## config.mk

```make
export PLATFORM = sky130hd
export DESIGN_NAME = timer_event_counter_control
export DESIGN_NICKNAME = d
export VERILOG_FILES = /design/src/design/timer_event_pkg.sv /design/src/design/timer_event_counter_control.sv /design/src/design/edge_sync.sv
export SDC_FILE = /design/constraint.sdc
export NUM_CORES = 1
export LEC_CHECK = 0
export ABC_AREA = 0
export BUFFER_PORTS_ARGS = -buffer_cell sky130_fd_sc_hd__buf_2
export CAP_MARGIN = 20
export CORE_MARGIN = 8
export CORE_UTILIZATION = 55
export CTS_CLUSTER_SIZE = 30
export DETAILED_ROUTE_END_ITERATION = 10
export HOLD_SLACK_MARGIN = 0.02
export PLACE_DENSITY = 0.84
export SKIP_LAST_GASP = 1
export SLEW_MARGIN = 30
export SYNTH_ARGS = -nofsm -noshare
export SYNTH_HDL_FRONTEND = slang
export SYNTH_SLANG_ARGS = --single-unit
```

## constraint.sdc

```tcl
create_clock -name core_clk -period 3.2 [get_ports core_clk]
set_clock_uncertainty 0.05 [all_clocks]
set_input_delay 0.64 -clock core_clk [delete_from_list [all_inputs] [get_ports core_clk]]
set_output_delay 0.64 -clock core_clk [all_outputs]
set_load 0.1 [all_outputs]
```

## src/design/timer_event_pkg.sv

```systemverilog
// constants, modes and configuration carrier for the 16-bit timer/event counter control
//
// Operation
// - software trigger acts only in external trigger or one-shot pulse mode
// - external event count mode counts external events whatever the event enable holds
// - each output pin follows its level bit while stopped and disabled
// - capture happens only in free-running and pulse width measurement modes
// - mode value 001 selects external event count mode
// - mode 010 is external trigger pulse, 011 is one-shot pulse
package timer_event_pkg;

    localparam int COUNTER_WIDTH = 16;
    localparam int OUTPUT_COUNT  = 2;
    localparam int CAPTURE_COUNT = 2;

    localparam logic [2:0] MODE_INTERVAL   = 3'h0;
    localparam logic [2:0] MODE_EXT_EVENT  = 3'h1;
    localparam logic [2:0] MODE_EXT_TRIG   = 3'h2;
    localparam logic [2:0] MODE_ONE_SHOT   = 3'h3;
    localparam logic [2:0] MODE_PWM        = 3'h4;
    localparam logic [2:0] MODE_FREE_RUN   = 3'h5;
    localparam logic [2:0] MODE_PULSE_MEAS = 3'h6;

    // per capture input: bit 0 rising edge, bit 1 falling edge
    localparam int EDGE_RISE_POS = 0;
    localparam int EDGE_FALL_POS = 1;

    localparam logic [COUNTER_WIDTH-1:0] COUNTER_RESET = 16'h0000;
    localparam logic [COUNTER_WIDTH-1:0] COUNTER_ONE   = 16'h0001;
    localparam logic [OUTPUT_COUNT-1:0]  PIN_RESET     = 2'h0;

    typedef struct packed {
        logic [2:0]                   mode;
        logic                         extEventSourceSelect;
        logic [OUTPUT_COUNT-1:0]      outputLevelSelect;
        logic [OUTPUT_COUNT-1:0]      outputPinEnable;
        logic [2*CAPTURE_COUNT-1:0]   captureEdgeSel;
    } timer_cfg_type;

    typedef enum logic [1:0] {
        RUN_IDLE,
        RUN_WAIT_TRIGGER,
        RUN_COUNTING
    } run_state_type;

endpackage : timer_event_pkg

```

## src/design/timer_event_counter_control.sv

```systemverilog
// 16-bit timer/event counter with mode decode, trigger, capture and output pins
`timescale 1ns/100ps
module timer_event_counter_control
    import timer_event_pkg::*;
(
    input  wire logic                     core_clk,
    input  wire logic                     rstn,
    input  wire logic                     timerRunEnable,
    input  wire timer_cfg_type            cfg,
    input  wire logic [COUNTER_WIDTH-1:0] compareValue,
    input  wire logic                     softwareTrigger,
    input  wire logic                     extEventPin,
    input  wire logic [CAPTURE_COUNT-1:0] capturePin,
    output logic [OUTPUT_COUNT-1:0]       timerOutputPin,
    output logic [COUNTER_WIDTH-1:0]      counterValue,
    output logic [COUNTER_WIDTH-1:0]      captureData0,
    output logic [COUNTER_WIDTH-1:0]      captureData1,
    output logic [CAPTURE_COUNT-1:0]      captureStrobe,
    output logic                          triggerArmed
);

    ////////////////////////////////////////////////////////////////////////////
    // decode helpers

    function automatic logic isTrigMode(input logic [2:0] m);
        isTrigMode = (m == MODE_EXT_TRIG) || (m == MODE_ONE_SHOT);
    endfunction : isTrigMode

    function automatic logic isCapMode(input logic [2:0] m);
        isCapMode = (m == MODE_FREE_RUN) || (m == MODE_PULSE_MEAS);
    endfunction : isCapMode

    ////////////////////////////////////////////////////////////////////////////
    // pin synchronisers

    logic                     evtRise;
    logic [CAPTURE_COUNT-1:0] capRise;
    logic [CAPTURE_COUNT-1:0] capFall;

    edge_sync u_evt (
        .core_clk (core_clk),
        .rstn     (rstn),
        .pinIn    (extEventPin),
        .rise     (evtRise),
        .fall     ()
    );

    edge_sync u_cap0 (
        .core_clk (core_clk),
        .rstn     (rstn),
        .pinIn    (capturePin[0]),
        .rise     (capRise[0]),
        .fall     (capFall[0])
    );

    edge_sync u_cap1 (
        .core_clk (core_clk),
        .rstn     (rstn),
        .pinIn    (capturePin[1]),
        .rise     (capRise[1]),
        .fall     (capFall[1])
    );

    ////////////////////////////////////////////////////////////////////////////
    // count source, trigger and capture decode

    run_state_type            state_q;
    run_state_type            state_d;
    logic                     armed_q;
    logic [COUNTER_WIDTH-1:0] counter_q;
    logic [OUTPUT_COUNT-1:0]  toggle_q;
    logic [OUTPUT_COUNT-1:0]  pin_q;
    logic [COUNTER_WIDTH-1:0] cap0_q;
    logic [COUNTER_WIDTH-1:0] cap1_q;
    logic [CAPTURE_COUNT-1:0] capStrobe_q;
    logic                     countTick;
    logic                     match;
    logic                     trigTaken;
    logic [CAPTURE_COUNT-1:0] capHit;

    always_comb begin
        // event mode always counts pin edges, event enable ignored there
        if (cfg.mode == MODE_EXT_EVENT || cfg.extEventSourceSelect) begin
            countTick = evtRise;
        end else begin
            countTick = 1'b1;
        end
    end

    assign match     = (counter_q == compareValue);
    // trigger outside the two pulse modes is dropped
    assign trigTaken = timerRunEnable && softwareTrigger && isTrigMode(cfg.mode);

    always_comb begin
        for (int i = 0; i < CAPTURE_COUNT; i++) begin
            capHit[i] = isCapMode(cfg.mode) && timerRunEnable
                        && ((cfg.captureEdgeSel[2*i+EDGE_RISE_POS] && capRise[i])
                        ||  (cfg.captureEdgeSel[2*i+EDGE_FALL_POS] && capFall[i]));
        end
    end

    ////////////////////////////////////////////////////////////////////////////
    // run state

    always_comb begin
        state_d = state_q;
        case (state_q)
            RUN_IDLE: begin
                if (timerRunEnable) begin
                    state_d = isTrigMode(cfg.mode) ? RUN_WAIT_TRIGGER : RUN_COUNTING;
                end
            end
            RUN_WAIT_TRIGGER: begin
                if (trigTaken) begin
                    state_d = RUN_COUNTING;
                end
            end
            RUN_COUNTING: begin
                // one-shot fires once and waits for a fresh trigger
                if (cfg.mode == MODE_ONE_SHOT && countTick && match && !trigTaken) begin
                    state_d = RUN_WAIT_TRIGGER;
                end
            end
            default: begin
                state_d = RUN_IDLE;
            end
        endcase
        if (!timerRunEnable) begin
            state_d = RUN_IDLE;
        end
    end

    always_ff @(posedge core_clk) begin
        if (!rstn) begin
            state_q <= RUN_IDLE;
        end else begin
            state_q <= state_d;
        end
    end

    // armed flag kept in its own flop so the output needs no decode after the state register
    always_ff @(posedge core_clk) begin
        if (!rstn) begin
            armed_q <= 1'b0;
        end else begin
            armed_q <= (state_d == RUN_COUNTING);
        end
    end

    ////////////////////////////////////////////////////////////////////////////
    // counter

    always_ff @(posedge core_clk) begin
        if (!rstn) begin
            counter_q <= COUNTER_RESET;
        end else if (!timerRunEnable || state_q != RUN_COUNTING) begin
            counter_q <= COUNTER_RESET;
        end else if (trigTaken) begin
            counter_q <= COUNTER_RESET;
        end else if (cfg.mode == MODE_PULSE_MEAS && capHit != '0) begin
            counter_q <= COUNTER_RESET;
        end else if (countTick) begin
            // free-running and pulse width modes wrap at full scale, other modes clear on match
            if (match && cfg.mode != MODE_FREE_RUN && cfg.mode != MODE_PULSE_MEAS) begin
                counter_q <= COUNTER_RESET;
            end else begin
                counter_q <= counter_q + COUNTER_ONE;
            end
        end
    end

    ////////////////////////////////////////////////////////////////////////////
    // capture

    always_ff @(posedge core_clk) begin
        if (!rstn) begin
            cap0_q      <= COUNTER_RESET;
            cap1_q      <= COUNTER_RESET;
            capStrobe_q <= '0;
        end else begin
            capStrobe_q <= capHit;
            if (capHit[0]) begin
                cap0_q <= counter_q;
            end
            if (capHit[1]) begin
                cap1_q <= counter_q;
            end
        end
    end

    ////////////////////////////////////////////////////////////////////////////
    // output pins

    always_ff @(posedge core_clk) begin
        if (!rstn) begin
            toggle_q <= '0;
        end else if (!timerRunEnable || state_q != RUN_COUNTING) begin
            toggle_q <= '0;
        end else if (countTick && match && !isCapMode(cfg.mode)) begin
            toggle_q <= ~toggle_q;
        end
    end

    always_ff @(posedge core_clk) begin
        if (!rstn) begin
            pin_q <= PIN_RESET;
        end else begin
            for (int i = 0; i < OUTPUT_COUNT; i++) begin
                // stopped or disabled pin still shows its level bit
                if (timerRunEnable && cfg.outputPinEnable[i]) begin
                    pin_q[i] <= cfg.outputLevelSelect[i] ^ toggle_q[i];
                end else begin
                    pin_q[i] <= cfg.outputLevelSelect[i];
                end
            end
        end
    end

    assign timerOutputPin = pin_q;
    assign counterValue   = counter_q;
    assign captureData0   = cap0_q;
    assign captureData1   = cap1_q;
    assign captureStrobe  = capStrobe_q;
    assign triggerArmed   = armed_q;
endmodule : timer_event_counter_control

```

## src/design/edge_sync.sv

```systemverilog
// pin synchroniser with rising and falling edge detection
`timescale 1ns/100ps
module edge_sync
    import timer_event_pkg::*;
(
    input  wire logic core_clk,
    input  wire logic rstn,
    input  wire logic pinIn,
    output logic      rise,
    output logic      fall
);
    logic metaQ_q;
    logic syncQ_q;
    logic lastQ_q;

    // first stage read only by the second
    always_ff @(posedge core_clk) begin
        if (!rstn) begin
            metaQ_q <= 1'b0;
            syncQ_q <= 1'b0;
            lastQ_q <= 1'b0;
        end else begin
            metaQ_q <= pinIn;
            syncQ_q <= metaQ_q;
            lastQ_q <= syncQ_q;
        end
    end

    assign rise = syncQ_q & ~lastQ_q;
    assign fall = ~syncQ_q & lastQ_q;

endmodule : edge_sync

```

* After elaboration in Yosys (flattened, before gate mapping)
Cells that the tools add are included.
** Cells by class
- Reduce and logical (&&, ||, !) cells :: 32
- Add/subtract/negate cells :: 1
- Bitwise operators :: 14
- Equality and inequality tests :: 12
- Muxes and demuxes :: 9
** Operators with widths (number)
- logical AND 1 bit :: 19
- adder 16 x 1 -> 16 bit (second input constant) :: 1
- == test 16 bit :: 1
- two-way mux 16 bit :: 1
- two-way mux 2 bit :: 4
- == test 3 x 2 -> 1 bit (second input constant) :: 2
- == test 3 bit (second input constant) :: 2
- logical OR 1 bit :: 6
- != test 3 bit (second input constant) :: 2
- NOT 1 bit :: 6
- one-hot mux 2 bit (3 select lines) :: 1
- bitwise AND 1 bit :: 5
- == test 2 bit (second input constant) :: 2
- OR reduction 4 bit :: 1
- == test 3 x 1 -> 1 bit (second input constant) :: 1
- logical NOT 1 bit :: 3
- two-way mux 1 bit :: 3
- == test 2 x 1 -> 1 bit (second input constant) :: 1
- logical NOT 2 bit :: 1
- != test 2 bit (second input constant) :: 1
- NOT 2 bit :: 1
- nonzero test 2 bit :: 1
- OR reduction 2 bit :: 1
- XOR 1 bit :: 2
** Storage, ports and cells
- Register bits after elaboration :: 66
- Input port bits :: 35
- Word-level logic and storage cells :: 85
- Output and inout bits :: 53

* Logic depth before layout (Yosys ltp)
- Depth after elaboration :: 10
- Depth in mapped cells :: 7
- Mapped depth without buffers :: 5

* Hierarchy
From an unflattened synthesis, not the netlist that was laid out.
** Unflattened totals
- Cells, all modules :: 285
- Area, all modules :: 2821.5 sq um
** Modules (own cells, without submodules)
- timer_event_counter_control :: seq. area each 1141.1 sq um, instances 1, cells an instance 261, area an instance 2547.4 sq um
- edge_sync :: seq. area each 60.1 sq um, instances 3, cells an instance 8, area an instance 91.3 sq um

* Worst setup path before layout
No wires, ideal clock.
- Kind :: register -> register
- From :: register counter_q[4], in the netlist counterValue[4]
- To :: register counter_q[13], in the netlist counterValue[13]
- Data required time :: 3072 ps
- Period minus slack after synthesis :: 2410 ps
- Setup slack :: 790 ps
- Path buffers :: 1
- Data arrival time :: 2282 ps
- Cell stages (with the launch flop) :: 7
- Setup time :: 78 ps
- Path through :: dfxtp_1 -> buf_2 -> nand4_1 -> a311oi_4 -> nand4_1 -> xor2_1 -> nor3_1
** On the way
- Word-level cells in the longest chain between the ends :: 4
- Elaborated cells between the ends (all ways) :: 5
- Classes of those cells :: 1 x add/sub; 1 x eq/ne; 1 x mux; 2 x reduce/logical
** Ends and longest elaborated chain
- start, declared :: RTL line timer_event_counter_control.sv:70 : logic [COUNTER_WIDTH-1:0] counter_q;
- start signal, assigned :: RTL line timer_event_counter_control.sv:167 : counter_q <= counter_q + COUNTER_ONE;
- parallel branches: the longest is 3 deep, another holds adder 16 x 1 -> 16 bit
- two-way mux 16 bit * :: RTL line timer_event_counter_control.sv:164 : if (match && cfg.mode != MODE_FREE_RUN && cfg.mode != MODE_PULSE_MEAS) begin
Mark *: on every way between the ends.
A chain may end at the register's enable or synchronous reset.

* Worst setup path in the final report
- From :: register counter_q[3], in the netlist counterValue[3]
- To :: register toggle_q[0]
** On the way
- Word-level cells in the longest chain between the ends :: 3
** Ends and longest elaborated chain
- == test 16 bit :: RTL line timer_event_counter_control.sv:90 : assign match = (counter_q == compareValue);
- logical AND 1 bit (2 in a row) :: RTL line timer_event_counter_control.sv:199 : end else if (countTick && match && !isCapMode(cfg.mode)) begin
- end signal, assigned :: RTL line timer_event_counter_control.sv:200 : toggle_q <= ~toggle_q;
- end, declared :: RTL line timer_event_counter_control.sv:71 : logic [OUTPUT_COUNT-1:0] toggle_q;
No other way between the ends.

==> insert_results.sql <==
INSERT INTO impl_metrics (metric_group, metric, value, unit) VALUES
('status', 'outcome', 'finished clean', ''),
('cts', 'cts_buffers', '9', ''),
('sta', 'number_of_max_slew_violations_in_the_final_report', '0', ''),
('worst_setup_path', 'cp.required', '3.38', 'ns'),
('cts', 'cts-resized-gates', '0', ''),
('grt', 'overflow', '0', ''),
('power', 'power_frac_comb', '5.9', '%'),
('final_layout', 'n_antenna_cell', '0', ''),
('power', 'p_int', '1.32', 'mW'),
('cts', 'clock_sinks', '66', ''),
('logic_synthesis', 'synth.avg_cell_area', '10.0', 'um2'),
('detailed_routing', 'detailroute.wirelength.met2', '3.22', 'mm'),
('placement', 'place.detailed.hpwl', '4.94', 'mm'),
('cts', 'post_cts_hold_buffer_count', '0', ''),
('worst_setup_path', 'regToRegSetupSlack', '1.12', 'ns'),
('detailed_routing', 'top_layer_used', 'met4', ''),
('logic_synthesis', 'portion_of_the_post_synthesis_area_used_by_sequential_elements', '46.2', '%'),
('power', 'p_sw_share', '22.1', '%'),
('detailed_routing', 'post_drt_via_cell_ratio', '5.05', ''),
('grt', 'grt_antenna_before_repair', '0', ''),
('logic_synthesis', 'synth.largest_area_cell', 'dfxtp_1', ''),
('logic_synthesis', 'synth.yosys.warnings', '0', ''),
('detailed_routing', 'firstDrtPassIters', '4', ''),
('worst_setup_path', 'worst_setup_path_start_kind', 'register', ''),
('floorplan', 'fp.coreArea', '5070', 'um2'),
('final_layout', 'fin_util', '69.2', '%'),
('power', 'net-switching-power', '0.375', 'mW'),
('sta', 'worst_slew_margin_rel', '53.9', '%'),
('power', 'powerDensity', '484', 'nW/um2'),
('logic_synthesis', 'synth.ff_latch_count', '66', ''),
('detailed_routing', 'route.final.wire_length', '6.63', 'mm'),
('detailed_routing', 'detailroute.wirelength.met3', '459', 'um'),
('detailed_routing', 'remaining_drc_errors', '0', ''),
('floorplan', 'placementRows', '26', ''),
('worst_setup_path', 'critical-path-top-delay-family', 'simple AND/OR/NAND/NOR gates', ''),
('logic_synthesis', 'synth_commonest_cells', '66 x dfxtp_1, 40 x nor2_1, 33 x mux2i_1', ''),
('sta', 'setup-tns-final', '0', 'ns'),
('cts', 'cts.root.buffer_cell', 'clkbuf_8', ''),
('sta', 'final_period_util', '65.1', '%'),
('logic_synthesis', 'synth_async_sr_flop_share', '0', '%'),
('placement', 'place.gp.congestion', '0.866', ''),
('detailed_routing', 'ant_nets', '0', ''),
('sta', 'fmax', '480', 'MHz'),
('floorplan', 'die_x', '88.1', 'um'),
('worst_setup_path', 'crit_path_end_kind', 'register', ''),
('detailed_routing', 'drt-initial-drc-count', '82', ''),
('power', 'sequentialPowerShare', '49.0', '%'),
('final_layout', 'final_cells', '444', ''),
('logic_synthesis', 'post-synth-top-count-cell', 'dfxtp_1', ''),
('logic_synthesis', 'netlist.area_leader.share', '46.2', '%'),
('detailed_routing', 'met1Wirelength', '2.78', 'mm'),
('sta', 'fin_worst_hold_slack', '0.388', 'ns'),
('sta', 'tightest_slew', '0.691', 'ns'),
('worst_setup_path', 'criticalPathCategory', 'register to register', ''),
('grt', 'grt_max_degree', '31', ''),
('final_layout', 'multiInputGateArea', '1410', 'um2'),
('worst_setup_path', 'worstPathCellList', 'xor2_1 -> nor4_2 -> nand3b_2 -> nor2_4 -> mux2_1', ''),
('power', 'total_power', '1.70', 'mW'),
('power', 'p_clk_share', '45.0', '%'),
('worst_setup_path', 'worst_path_max_delay_cell', 'dfxtp_1', ''),
('grt', 'grt_pass1_vias', '2256', ''),
('cts', 'cts.clk_slew.worst_paths', '0.07', 'ns'),
('final_layout', 'nFillCells', '419', ''),
('floorplan', 'pin_count', '88', ''),
('sta', 'setup_violations', '0', ''),
('logic_synthesis', 'synth_flop_cell', 'dfxtp_1', ''),
('final_layout', 'post_route_cells_drive_above_1_share', '32.6', '%'),
('min_path', 'worstHoldPathType', 'register to register', ''),
('detailed_routing', 'wl_per_cell', '14.9', 'um'),
('cts', 'h-tree-depth', '3', ''),
('worst_setup_path', 'worstPathMaxFanout', '17', '');
==> through the flow <==
| stage | worst slack, ns | area, um2 |
|---|---|---|
| final | 1.12 | 3510 |
| after global routing | 0.982 | 3510 |
| after CTS | 1.11 | 3510 |
| after detailed placement | 0.852 | 3290 |
| after global placement | 0.858 | 3290 |
| after floorplan | 0.790 | 2860 |
==> kinds of logic after synthesis <==
group	after synthesis	synth area share [%]
mux	34	11.9
flops	66	46.2
xor+xnor	34	10.7
fa+ha+maj	1	0.437
simple gates	117	22.7
buf+inv	21	4.59
compound gates	12	3.45
==> worst register-to-register path: cells and delay by family (launching register included) <==
kind          cells  cell delay, ns
xor+xnor          1            0.16
flops             1            0.52
mux               1            0.36
simple gates      3            0.89
==> final timing paths <==
check | startpoint | to | cells past startpoint
max | counterValue[3] | toggle_q[0] | 5
min reg2reg | u_cap1.metaQ_q | u_cap1.syncQ_q | 1
max reg2reg | counterValue[3] | toggle_q[0] | 5
min | u_cap1.metaQ_q | u_cap1.syncQ_q | 1
==> metal layers <==
layer | up-vias | track usage (%)
met2 | 66 | 29.2
met3 | 19 | 5.44
met4 | 0 | 11.1
met5 | - | 0
met1 | 1028 | 18.5
li1 | 1128 | -
==> power by group through the flow <==
stage | clock network, mW | registers, mW | logic [mW]
after global routing | 0.819 | 0.833 | 0.108
final | 0.765 | 0.833 | 0.101
after CTS | 0.778 | 0.833 | 0.101
after detailed placement | 0 | 0.852 | 0.101
after floorplan | 0 | 0.869 | 0.0462
after global placement | 0 | 0.851 | 0.0987
==> final cells by class <==
class	count	share of cell area, %
Multi-Input combinational cell	198	40.1
Sequential cell	66	37.6
Timing Repair Buffer	90	13.0
Clock buffer	11	4.03
Tap cell	70	2.50
Clock inverter	5	2.21
Inverter	4	0.428
==> cells in the final DEF (no fill, tap or decap), drive strengths merged, types with 2 or more instances in the layout <==
cell,instances
a21oi,4
and2,12
and3,7
buf,90
bufinv,2
clkbuf,11
clkinv,3
dfxtp,66
inv,3
mux2i,33
nand2,8
nand3,12
nand3b,3
nand4,7
nor2,41
nor3,16
nor4,4
o21ai,5
or3,2
xnor2,3
xor2,31
==> flip-flops by register name (all words and copies together) (netlist names) <==
signal and flops:
captureData0 16, captureData1 16, counterValue 16, captureStrobe 2
state_q 2, timerOutputPin 2, toggle_q 2, triggerArmed 1
u_cap0.lastQ_q 1, u_cap0.metaQ_q 1, u_cap0.syncQ_q 1, u_cap1.lastQ_q 1
u_cap1.metaQ_q 1, u_cap1.syncQ_q 1, u_evt.lastQ_q 1, u_evt.metaQ_q 1
u_evt.syncQ_q 1
Note: power is estimated with default switching activity, not from simulation.
